$ cat src/design/ogawb_pkg.sv
// Package of constants and types for the overhead global action word builder
package ogawb_pkg;
  // ************************************************************
  // Register offsets
  // ************************************************************
  localparam logic [7:0] OGAWB_CTRL_OFS = 8'h00;
  localparam logic [7:0] OGAWB_STEP_OFS = 8'h04;
  localparam logic [7:0] OGAWB_CMD_OFS = 8'h08;
  localparam logic [7:0] OGAWB_STAT_OFS = 8'h0c;
  localparam logic [7:0] OGAWB_WLO_OFS = 8'h10;
  localparam logic [7:0] OGAWB_WHI_OFS = 8'h14;

  // ************************************************************
  // Control, command and status register field positions
  // ************************************************************
  localparam int OGAWB_CTRL_WT_POS = 0;
  localparam int OGAWB_CTRL_CC_POS = 2;
  localparam int OGAWB_CTRL_AC_POS = 4;
  localparam int OGAWB_CTRL_BI_POS = 8;
  localparam int OGAWB_CTRL_LW_POS = 9;
  localparam int OGAWB_CTRL_OT_POS = 10;
  localparam int OGAWB_CTRL_VAR_POS = 12;
  localparam int OGAWB_CMD_BUILD_POS = 0;
  localparam int OGAWB_STAT_BUSY_POS = 0;
  localparam int OGAWB_STAT_DONE_POS = 1;

  // ************************************************************
  // Field widths and word layout
  // ************************************************************
  localparam int OGAWB_WORD_W = 40;
  localparam int OGAWB_DATA_W = 28;
  localparam int OGAWB_PAR_W = 12;
  localparam int OGAWB_STEP_W = 12;
  localparam int OGAWB_SPARE_ACC_W = 15;
  localparam int OGAWB_SPARE_REG_W = 4;

  // ************************************************************
  // Fixed field values
  // ************************************************************
  localparam logic [2:0] OGAWB_OT_GLOBAL = 3'h4;
  localparam logic [2:0] OGAWB_OT_SYS1 = 3'h6;
  localparam logic [2:0] OGAWB_OT_SYS2 = 3'h7;
  localparam logic [14:0] OGAWB_SPARE_ACC = 15'h0000;
  localparam logic [3:0] OGAWB_SPARE_REG = 4'h0;
  // Parity generator polynomial, low twelve terms
  localparam logic [11:0] OGAWB_PAR_POLY = 12'h539;

  // ************************************************************
  // Reset values and bus answers
  // ************************************************************
  localparam logic [12:0] OGAWB_CTRL_RST = 13'h0000;
  localparam logic [11:0] OGAWB_STEP_RST = 12'h000;
  localparam logic [1:0] OGAWB_RESP_OKAY = 2'h0;
  localparam logic [1:0] OGAWB_RESP_SLVERR = 2'h2;

  // ************************************************************
  // Types
  // ************************************************************
  typedef enum logic [1:0] {
    OGAWB_OTSEL_GLOBAL = 2'b00,
    OGAWB_OTSEL_SYS1 = 2'b01,
    OGAWB_OTSEL_SYS2 = 2'b10
  } ogawb_otsel_t;

  typedef enum logic [1:0] {
    OGAWB_ST_IDLE = 2'b00,
    OGAWB_ST_CALC = 2'b01,
    OGAWB_ST_ASM = 2'b10,
    OGAWB_ST_OFFER = 2'b11
  } ogawb_state_t;
endpackage : ogawb_pkg

$ cat src/design/ogawb_parity.sv
// Registered parity generator for one overhead word
`timescale 1ns/1ps
`default_nettype none
module ogawb_parity
  import ogawb_pkg::*;
(
  input wire logic aclk,
  input wire logic aresetn,
  input wire logic ce,
  input wire logic load,
  input wire logic [ogawb_pkg::OGAWB_DATA_W-1:0] data,
  output logic [ogawb_pkg::OGAWB_PAR_W-1:0] parity
);
  typedef struct packed {
    logic [OGAWB_PAR_W-1:0] par;
  } ogawb_par_state_t;

  ogawb_par_state_t s_q;
  ogawb_par_state_t s_d;

  // Polynomial division, message bits first
  function automatic logic [OGAWB_PAR_W-1:0] ogawb_div(input logic [OGAWB_DATA_W-1:0] d);
    logic [OGAWB_PAR_W-1:0] r;
    logic fb;
    r = '0;
    fb = 1'b0;
    for (int i = OGAWB_DATA_W - 1; i >= 0; i--)
    begin
      fb = d[i] ^ r[OGAWB_PAR_W-1];
      r = {r[OGAWB_PAR_W-2:0], 1'b0} ^ (fb ? OGAWB_PAR_POLY : '0);
    end
    return r;
  endfunction : ogawb_div

  always_comb
  begin
    s_d = s_q;
    if (load)
    begin
      s_d.par = ogawb_div(data);
    end
  end

  always_ff @(posedge aclk)
  begin
    if (!aresetn)
    begin
      s_q <= '0;
    end
    else if (ce)
    begin
      s_q <= s_d;
    end
  end

  assign parity = s_q.par;
endmodule : ogawb_parity
`default_nettype wire

$ cat src/design/ogawb_builder.sv
// Overhead global action word builder with AXI4-Lite register slave
// Functional notes
// - Two-bit word type field in every word
// - Two-bit colour code from configuration
// - Four-bit global action code field
// - Access word carries configured busy-idle bit
// - Fifteen spare bits in access word, four in registration word, forced to fixed values
// - Last-word flag one closes the train
// - Overhead type 100, 110 or 111
// - Parity computed internally, never from configuration
// - Registration variant carries twelve-bit increment
`timescale 1ns/1ps
`default_nettype none
module ogawb_builder
  import ogawb_pkg::*;
(
  input wire logic aclk,
  input wire logic aresetn,
  input wire logic ce,
  input wire logic [7:0] s_axi_awaddr,
  input wire logic s_axi_awvalid,
  output logic s_axi_awready,
  input wire logic [31:0] s_axi_wdata,
  input wire logic [3:0] s_axi_wstrb,
  input wire logic s_axi_wvalid,
  output logic s_axi_wready,
  output logic [1:0] s_axi_bresp,
  output logic s_axi_bvalid,
  input wire logic s_axi_bready,
  input wire logic [7:0] s_axi_araddr,
  input wire logic s_axi_arvalid,
  output logic s_axi_arready,
  output logic [31:0] s_axi_rdata,
  output logic [1:0] s_axi_rresp,
  output logic s_axi_rvalid,
  input wire logic s_axi_rready,
  output logic [ogawb_pkg::OGAWB_WORD_W-1:0] word_data,
  output logic word_valid,
  input wire logic word_ready
);
  import ogawb_pkg::*;

  // ************************************************************
  // State record
  // ************************************************************
  typedef struct packed {
    logic aw_held;
    logic [7:0] aw_addr;
    logic w_held;
    logic [31:0] w_data;
    logic [3:0] w_strb;
    logic bvalid;
    logic [1:0] bresp;
    logic rvalid;
    logic [31:0] rdata;
    logic [1:0] rresp;
    logic [12:0] ctrl;
    logic [OGAWB_STEP_W-1:0] step;
    ogawb_state_t fsm;
    logic done;
    logic [OGAWB_WORD_W-1:0] word;
  } ogawb_state_rec_t;

  ogawb_state_rec_t s_q;
  ogawb_state_rec_t s_d;
  logic [OGAWB_PAR_W-1:0] par;
  logic par_load;
  logic [OGAWB_DATA_W-1:0] msg;
  logic do_write;
  logic do_read;
  logic [31:0] wr_ctrl;
  logic [31:0] wr_step;
  logic [31:0] stat_word;

  // ************************************************************
  // Helpers
  // ************************************************************
  // Byte-lane merge of a write into an old value
  function automatic logic [31:0] ogawb_merge(input logic [31:0] old, input logic [31:0] nw,
                                              input logic [3:0] strb);
    logic [31:0] r;
    r = old;
    for (int b = 0; b < 4; b++)
    begin
      if (strb[b])
      begin
        r[b*8 +: 8] = nw[b*8 +: 8];
      end
    end
    return r;
  endfunction : ogawb_merge

  // Overhead type selection to its three-bit code
  function automatic logic [2:0] ogawb_ot_code(input logic [1:0] sel);
    logic [2:0] c;
    case (ogawb_otsel_t'(sel))
      OGAWB_OTSEL_SYS1: c = OGAWB_OT_SYS1;
      OGAWB_OTSEL_SYS2: c = OGAWB_OT_SYS2;
      default: c = OGAWB_OT_GLOBAL;
    endcase
    return c;
  endfunction : ogawb_ot_code

  // Message part of the word, parity excluded
  function automatic logic [OGAWB_DATA_W-1:0] ogawb_msg(input logic [12:0] c,
                                                        input logic [OGAWB_STEP_W-1:0] stp);
    logic [OGAWB_DATA_W-1:0] m;
    logic [2:0] ot;
    ot = ogawb_ot_code(c[OGAWB_CTRL_OT_POS +: 2]);
    if (c[OGAWB_CTRL_VAR_POS])
    begin
      m = {c[OGAWB_CTRL_WT_POS +: 2], c[OGAWB_CTRL_CC_POS +: 2], c[OGAWB_CTRL_AC_POS +: 4],
           stp, OGAWB_SPARE_REG, c[OGAWB_CTRL_LW_POS], ot};
    end
    else
    begin
      m = {c[OGAWB_CTRL_WT_POS +: 2],
           c[OGAWB_CTRL_CC_POS +: 2],
           c[OGAWB_CTRL_AC_POS +: 4],
           c[OGAWB_CTRL_BI_POS],
           OGAWB_SPARE_ACC,
           c[OGAWB_CTRL_LW_POS],
           ot};
    end
    return m;
  endfunction : ogawb_msg

  // ************************************************************
  // Parity generator
  // ************************************************************
  assign msg = ogawb_msg(s_q.ctrl, s_q.step);
  assign par_load = (s_q.fsm == OGAWB_ST_CALC);

  ogawb_parity u_parity (
    .aclk(aclk),
    .aresetn(aresetn),
    .ce(ce),
    .load(par_load),
    .data(msg),
    .parity(par)
  );

  // ************************************************************
  // Bus handshakes
  // ************************************************************
  assign s_axi_awready = !s_q.aw_held && !s_q.bvalid;
  assign s_axi_wready = !s_q.w_held && !s_q.bvalid;
  assign s_axi_arready = !s_q.rvalid;
  // Writes wait out the parity load so parity always matches the message
  assign do_write = s_q.aw_held && s_q.w_held && !s_q.bvalid && (s_q.fsm != OGAWB_ST_CALC);
  assign do_read = s_axi_arvalid && !s_q.rvalid;
  assign wr_ctrl = ogawb_merge({19'h00000, s_q.ctrl}, s_q.w_data, s_q.w_strb);
  assign wr_step = ogawb_merge({20'h00000, s_q.step}, s_q.w_data, s_q.w_strb);
  assign stat_word = {30'h00000000, s_q.done, (s_q.fsm != OGAWB_ST_IDLE)};

  // ************************************************************
  // Next-state logic
  // ************************************************************
  always_comb
  begin
    s_d = s_q;
    // Address and data captured in either order
    if (s_axi_awvalid && s_axi_awready)
    begin
      s_d.aw_held = 1'b1;
      s_d.aw_addr = s_axi_awaddr;
    end
    if (s_axi_wvalid && s_axi_wready)
    begin
      s_d.w_held = 1'b1;
      s_d.w_data = s_axi_wdata;
      s_d.w_strb = s_axi_wstrb;
    end
    if (s_q.bvalid && s_axi_bready)
    begin
      s_d.bvalid = 1'b0;
    end
    if (s_q.rvalid && s_axi_rready)
    begin
      s_d.rvalid = 1'b0;
    end

    // Register writes
    if (do_write)
    begin
      s_d.aw_held = 1'b0;
      s_d.w_held = 1'b0;
      s_d.bvalid = 1'b1;
      s_d.bresp = OGAWB_RESP_OKAY;
      if (s_q.aw_addr == OGAWB_CTRL_OFS)
      begin
        s_d.ctrl = wr_ctrl[12:0];
      end
      else if (s_q.aw_addr == OGAWB_STEP_OFS)
      begin
        s_d.step = wr_step[OGAWB_STEP_W-1:0];
      end
      else if (s_q.aw_addr == OGAWB_CMD_OFS)
      begin
        if (s_q.w_strb[0] && s_q.w_data[OGAWB_CMD_BUILD_POS] && s_q.fsm == OGAWB_ST_IDLE)
        begin
          s_d.fsm = OGAWB_ST_CALC;
        end
      end
      else if (s_q.aw_addr == OGAWB_STAT_OFS)
      begin
        if (s_q.w_strb[0] && s_q.w_data[OGAWB_STAT_DONE_POS])
        begin
          s_d.done = 1'b0;
        end
      end
      else if (s_q.aw_addr == OGAWB_WLO_OFS || s_q.aw_addr == OGAWB_WHI_OFS)
      begin
        s_d.bresp = OGAWB_RESP_OKAY;
      end
      else
      begin
        s_d.bresp = OGAWB_RESP_SLVERR;
      end
    end

    // Register reads
    if (do_read)
    begin
      s_d.rvalid = 1'b1;
      s_d.rresp = OGAWB_RESP_OKAY;
      if (s_axi_araddr == OGAWB_CTRL_OFS)
      begin
        s_d.rdata = {19'h00000, s_q.ctrl};
      end
      else if (s_axi_araddr == OGAWB_STEP_OFS)
      begin
        s_d.rdata = {20'h00000, s_q.step};
      end
      else if (s_axi_araddr == OGAWB_CMD_OFS)
      begin
        s_d.rdata = 32'h00000000;
      end
      else if (s_axi_araddr == OGAWB_STAT_OFS)
      begin
        s_d.rdata = stat_word;
      end
      else if (s_axi_araddr == OGAWB_WLO_OFS)
      begin
        s_d.rdata = s_q.word[31:0];
      end
      else if (s_axi_araddr == OGAWB_WHI_OFS)
      begin
        s_d.rdata = {24'h000000, s_q.word[OGAWB_WORD_W-1:32]};
      end
      else
      begin
        s_d.rdata = 32'h00000000;
        s_d.rresp = OGAWB_RESP_SLVERR;
      end
    end

    // Word build sequence
    case (s_q.fsm)
      OGAWB_ST_CALC:
      begin
        s_d.fsm = OGAWB_ST_ASM;
      end
      OGAWB_ST_ASM:
      begin
        s_d.word = {msg, par};
        s_d.fsm = OGAWB_ST_OFFER;
      end
      OGAWB_ST_OFFER:
      begin
        if (word_ready)
        begin
          s_d.fsm = OGAWB_ST_IDLE;
          s_d.done = 1'b1;
        end
      end
      default:
      begin
      end
    endcase
  end

  // ************************************************************
  // State register
  // ************************************************************
  always_ff @(posedge aclk)
  begin
    if (!aresetn)
    begin
      s_q <= '0;
      s_q.ctrl <= OGAWB_CTRL_RST;
      s_q.step <= OGAWB_STEP_RST;
      s_q.fsm <= OGAWB_ST_IDLE;
    end
    else if (ce)
    begin
      s_q <= s_d;
    end
  end

  // ************************************************************
  // Outputs
  // ************************************************************
  assign s_axi_bvalid = s_q.bvalid;
  assign s_axi_bresp = s_q.bresp;
  assign s_axi_rvalid = s_q.rvalid;
  assign s_axi_rdata = s_q.rdata;
  assign s_axi_rresp = s_q.rresp;
  assign word_data = s_q.word;
  assign word_valid = (s_q.fsm == OGAWB_ST_OFFER);
endmodule : ogawb_builder
`default_nettype wire

$ cat config.mk
export PLATFORM = sky130hd
export DESIGN_NAME = ogawb_builder
export DESIGN_NICKNAME = d
export VERILOG_FILES = /design/src/design/ogawb_pkg.sv /design/src/design/ogawb_parity.sv /design/src/design/ogawb_builder.sv
export SDC_FILE = /design/constraint.sdc
export NUM_CORES = 1
export LEC_CHECK = 0
export BUFFER_PORTS_ARGS = -buffer_cell sky130_fd_sc_hd__buf_2
export CORE_ASPECT_RATIO = 1.2
export CORE_UTILIZATION = 50
export CTS_BUF_LIST = sky130_fd_sc_hd__clkbuf_4
export CTS_CLUSTER_DIAMETER = 150
export DETAILED_ROUTE_END_ITERATION = 10
export PLACE_DENSITY = 0.82
export SETUP_SLACK_MARGIN = 0.4
export SYNTH_ARGS = -nofsm -noshare
export SYNTH_HDL_FRONTEND = slang
export SYNTH_HIERARCHICAL = 1
export SYNTH_SLANG_ARGS = --single-unit
$ cat constraint.sdc
create_clock -name aclk -period 4.4 [get_ports aclk]
set_clock_uncertainty 0.2 [all_clocks]
set_input_delay 0.88 -clock aclk [delete_from_list [all_inputs] [get_ports aclk]]
set_output_delay 0.88 -clock aclk [all_outputs]
set_load 0.02 [all_outputs]
Word level (Yosys, flattened, before mapping):

Cells that the tools add are included.

* $add $sub $neg: 0
* multiply operators: 0
* div/mod/pow operators: 0
* magnitude comparators: 0
* eq/ne operators: 16
* shift operators: 0
* mux-type cells: 66
* bitwise operators: 55
* reduce and logical (&&, ||, !) cells: 40

Operators by type and width (count)
* 12-bit XOR: 27
* 11-bit two-way mux: 28
* 32-bit two-way mux: 5
* 37-bit two-way mux: 1
* 35-bit two-way mux: 1
* 8-bit by 4-bit equality test with 1-bit output (second input constant): 4
* 8-bit by 5-bit equality test with 1-bit output (second input constant): 4
* 2-bit two-way mux: 13
* 1-bit XOR: 26
* 20-bit two-way mux: 1
* 2-bit AND reduction: 10
* 8-bit by 3-bit equality test with 1-bit output (second input constant): 2
* 8-bit logical NOT: 2
* 3-bit two-way mux: 5
* 1-bit logical AND: 13
* 5-bit AND reduction: 2
* 2-bit nonzero test: 5
* 9-bit two-way mux: 1
* 1-bit two-way mux: 8
* 8-bit two-way mux: 1
* 4-bit AND reduction: 2
* 2-bit equality test (second input constant): 3
* 2-bit case mux with 3 select lines: 1
* 2-bit by 1-bit equality test with 1-bit output (second input constant): 2
* 7 further kinds: 10

* bits in registers: 164
* bits in latches: 0
* memory bits (writable): 0
* ROM bits: 0
* memories: 0

Logic depth before layout (Yosys ltp):

* word-level depth: 81
* gate-level depth with buffers: 11
* depth with buffers taken out: 11

Hierarchy:

Netlist, hierarchy kept.

By module, submodules not included
* ogawb_builder: times used 1, cells an instance 666, area each 5647.9 um^2, sequential area each 2422.3 um^2
* ogawb_parity: times used 1, cells an instance 143, area each 1652.8 um^2, sequential area each 240.2 um^2

Worst setup path before layout:

OpenSTA, ideal clock, no wires.

* path type: reg-to-reg
* start: register s_q[67] in the netlist's numbering
* end: register u_parity.s_q (netlist bit u_parity/parity[3])
* library setup time: 0.062 ns
* arrival time: 3.616 ns
* required time: 4.138 ns
* slack: 0.521 ns
* cell stages (with the launch flop): 11
* clock period less this slack: 3.879 ns
* cells stage by stage: dfxtp_1 > mux2_2 > xor3_2 > xnor3_2 > xnor2_4 > xnor3_2 > xor2_1 > xor3_2 > xnor2_4 > or3_1 > nand3_1

* elaborated cells on any way between the ends: 59

RTL lines
* start: declaration: RTL line ogawb_builder.sv:64 `ogawb_state_rec_t s_q;`
* 20-bit two-way mux (*): RTL line ogawb_builder.sv:110 `if (c[OGAWB_CTRL_VAR_POS])`
* via msg[19]: RTL line ogawb_builder.sv:68 `logic [OGAWB_DATA_W-1:0] msg;`
* 1-bit XOR (*): RTL line ogawb_parity.sv:29 `fb = d[i] ^ r[OGAWB_PAR_W-1];`
* 11-bit two-way mux (*): RTL line ogawb_parity.sv:30 `r = {r[OGAWB_PAR_W-2:0], 1'b0} ^ (fb ? OGAWB_PAR_POLY : '0);`
* 12-bit XOR (*) (2 in a row): RTL line ogawb_parity.sv:30
* 1-bit XOR: RTL line ogawb_parity.sv:29
* 11-bit two-way mux: RTL line ogawb_parity.sv:30
* 12-bit XOR (*) (2 in a row): RTL line ogawb_parity.sv:30
* [17 not listed]
* 11-bit two-way mux: RTL line ogawb_parity.sv:30
* 12-bit XOR (*) (2 in a row): RTL line ogawb_parity.sv:30
* 1-bit XOR: RTL line ogawb_parity.sv:29
* 11-bit two-way mux: RTL line ogawb_parity.sv:30
* 12-bit XOR (*) (2 in a row): RTL line ogawb_parity.sv:30
* 1-bit XOR: RTL line ogawb_parity.sv:29
* 11-bit two-way mux: RTL line ogawb_parity.sv:30
* 12-bit XOR (*) (4 in a row): RTL line ogawb_parity.sv:30
* end signal: assignment: RTL line ogawb_parity.sv:48 `s_q <= '0;`
* end signal: assignment: RTL line ogawb_parity.sv:52 `s_q <= s_d;`
* end: declaration: RTL line ogawb_parity.sv:18 `ogawb_par_state_t s_q;`

The timed path passes the listed nets; every way through them passes the cells marked *.
A chain may end at the register's enable or synchronous reset.

Worst setup path in the final report:

Same ends and word-level chain as after synthesis.

==> metrics.md <==
| Metric | Value |
|---|---|
| CP endpoint kind | `flip-flop` |
| Clock slew at the register clock pins of the worst setup and hold paths | `0.13 ns` |
| Starting Density | `0.5108` |
| Top area cells in the synthesized netlist | `dfxtp_1 36%, nand2_1 9.7%, buf_4 7.9%` |
| Static Leak | `0.003230 uW` |
| Die area | `15090 um2` |
| Fraction of layout cells with a size suffix above 1 | `0.2206` |
| Final setup vio count | `0` |
| DR WL/cell | `15.63 um` |
| Pins Over Slew Limit | `0` |
| ANT nets after route | `0` |
| Kind of critical path | `reg2reg` |
| # DRC | `17` |
| CTS tree | `yes` |
| Die H | `134.4 um` |
| Die W | `112.3 um` |
| Layout area overhead | `8.312%` |
| CP required | `4.67 ns` |
| Synth async-reset ratio | `0` |
| CP bufs+invs | `0` |
| R2R Path Start | `s_q[67]$_SDFFE_PN0P_` |
| Post-synth cell types | `58` |
| Non-filler cells, final | `1042` |
| Final WS setup | `0.5059 ns` |
| CP peak stage delay | `0.56 ns` |
| Ys flop type | `dfxtp_1` |
| CP most frequent cell | `xnor3_2` |
| Minimum period implied by the final worst setup slack | `3.894 ns` |
| Buffers on Ports | `111` |
| PD cells | `310.2 nW/um2` |
| Post-synth top area cell | `dfxtp_1` |
| CTS Root Cell | `clkbuf_4` |
| Yosys warns | `6` |
| Initial antenna violation count | `1` |
| Vias in the first global route | `5099` |
| Slew HR | `0.3541` |
| GR Overflow Total | `0` |
| DRT Pass-1 Iters | `8` |
| Worst slew pin tran | `0.9688 ns` |
| Via Count | `5515` |
| TritonCTS Buffers | `17` |
| Final hold violation count | `0` |
| Maximum capacitance violations | `0` |
| Post-Syn Instances | `809` |
| Crit path max fanout | `4` |
| DRT iter0 DRCs | `396` |
| Placed cell count | `1005` |
| Status | `complete, but fails checks` |
| Max Freq | `0.2568 GHz` |
| I/O pin cnt | `143` |
| Cell count of the worst reg-to-reg path | `10` |
| Min-delay src | `s_axi_rdata[6]$_SDFFE_PN0P_` |
| Yosys top cell area share | `0.3647` |
| Clk sinks | `133` |
| Deepest clock path buffer count | `2` |
| Post-DR vias/cell | `5.293` |
| Largest net degree at the start of global routing | `81` |
| Crit. Startpoint | `s_q[67]$_SDFFE_PN0P_` |
| Total Neg Setup Slack | `0 ns` |
| Critical Path Slowest Stage Cell | `xor3_2` |
| Post-synth EDFFs | `0` |
| Sequential element share of the synthesized area | `0.3647` |
| Commonest non-fill, non-tap cell in the layout | `nand2_1` |
| CP delay by family, top | `XOR/XNOR gates` |
| DRT Wirelength | `16290 um` |
| Synthesized area per cell | `9.024 um2` |
| Post-DP HPWL | `11840 um` |
| Skew-Pair Late Insertion Delay | `0.53 ns` |
| Period Utilization, post-route | `0.8850` |
| Tot GR Track Use | `0.2199` |
| H-tree Lvls | `4` |
| Arrival @ worst endpoint | `4.17 ns` |
| Nets | `916` |
| Worst min-delay path class | `reg2reg` |
| Gpl congestion | `0.9252` |
| DP Worst Slack | `0.3325 ns` |
| FP Rows | `48` |
| Peak VDD IR | `0.1839 mV` |
| First-pass GRT wire length | `25740 um` |
| Final total power | `2453 uW` |
| Worst hold path depth | `2` |
| WP depth | `10` |
| # fillers | `1271` |
| CP startpoint kind | `flip-flop` |
| Synth Cell Area | `7301 um2` |
| Crit-path cells | `mux2_2 -> xnor2_2 -> xnor3_2 -> xor2_1 -> xnor3_2 -> xor2_2 -> xor3_2 -> xnor2_4 -> or3_1 -> nand3_1` |
| Core Region | `14290 um2` |
| RSZ-0062 raised after global routing | `no` |
| Failing checks | `design-rule violations` |
| #FFs+latches synth | `133` |
| Commonest non-fill, non-tap cells in the layout | `189 x nand2_1, 133 x dfxtp_1, 110 x buf_2` |
==> worst register-to-register path, stage by stage, from the launching register on <==
cell	delay, ns
dfxtp_1	0.36
mux2_2	0.42
xnor2_2	0.25
xnor3_2	0.50
xor2_1	0.32
xnor3_2	0.47
xor2_2	0.19
xor3_2	0.56
xnor2_4	0.18
or3_1	0.32
nand3_1	0.08
==> routing by layer <==
layer | share of wire | track usage
met2 | 0.46 | 0.3496
met4 | 0.041 | 0.1267
met5 | 0 | 0
met3 | 0.070 | 0.04971
met1 | 0.43 | 0.2747
==> path summary, 6_finish.rpt <==
check,endpoint,slack (ns)
max reg2reg,u_parity/parity[3]$_SDFFE_PN0P_,0.51
min reg2reg,s_axi_rdata[6]$_SDFFE_PN0P_,0.25
max,u_parity/parity[3]$_SDFFE_PN0P_,0.51
min,s_axi_rdata[6]$_SDFFE_PN0P_,0.25
==> area by class of cell <==
class / count / area, um2 / share of cell area
inverters: 5 / 18.77 / 0.002373
clock inverters: 14 / 226.5 / 0.02864
diodes: 1 / 2.502 / 0.0003165
clock buffers: 17 / 127.6 / 0.01614
repair buffers: 127 / 678.2 / 0.08576
flip-flops and latches: 133 / 2663 / 0.3367
well taps: 175 / 219.0 / 0.02769
multi-input cells: 570 / 3973 / 0.5024
==> registers in the layout (all words and copies together) (netlist names) <==
signal / count
s_axi_bresp: 1
s_axi_bvalid: 1
s_axi_rdata: 28
s_axi_rresp: 1
s_axi_rvalid: 1
s_q: 53
u_parity/parity: 12
word_data: 36
==> cell families after synthesis <==
logic type,after synthesis,synth area share
simple gates,286,0.1796
buf+inv,121,0.1025
fa+ha+maj,1,0.001714
mux,37,0.05176
xor+xnor,96,0.1683
flops,133,0.3647
other cells,2,0.001029
compound gates,133,0.1304
==> Yosys cell counts (5+ instances only) <==
cell	count
nand2_1	189
dfxtp_1	133
buf_4	77
a21boi_0	63
xnor2_1	47
clkbuf_1	33
mux2i_1	31
xor2_1	20
a22oi_1	19
nor2b_1	18
and2_1	16
nor2_1	14
o21ai_0	12
o21ai_1	10
a21oi_1	9
xnor3_1	9
nand3_1	8
nand2b_1	7
mux2_2	6
nor3_1	6
o221ai_1	6
xnor2_2	6
inv_1	5
xnor3_2	5
==> through the flow <==
stage                     utilization  instance area [um2]  hold slack (ns)
after floorplan                     -                 7357           0.2269
after global placement         0.5238                 7487           0.2328
after detailed placement       0.5238                 7487           0.2361
after CTS                      0.5486                 7841           0.2533
after global routing           0.5532                 7908           0.2741
final                          0.5532                 7908           0.2516
==> report_power, final <==
group / leakage, uW / switching, uW / internal, uW
sequential: 0.00107 / 11.6 / 1220
clock: 0.000179 / 474 / 513
combinational: 0.00198 / 131 / 104
==> timing repair <==
action / in CTS / in global routing
endpoints found under the setup margin: 3 / 3
pin swaps: 1 / 5
hold endpoints to repair: 0 / 0
hold buffers: 0 / 0
gates resized for setup: 0 / 3
setup buffers: 0 / 5
No activity file was read; power rests on OpenSTA's default activity.
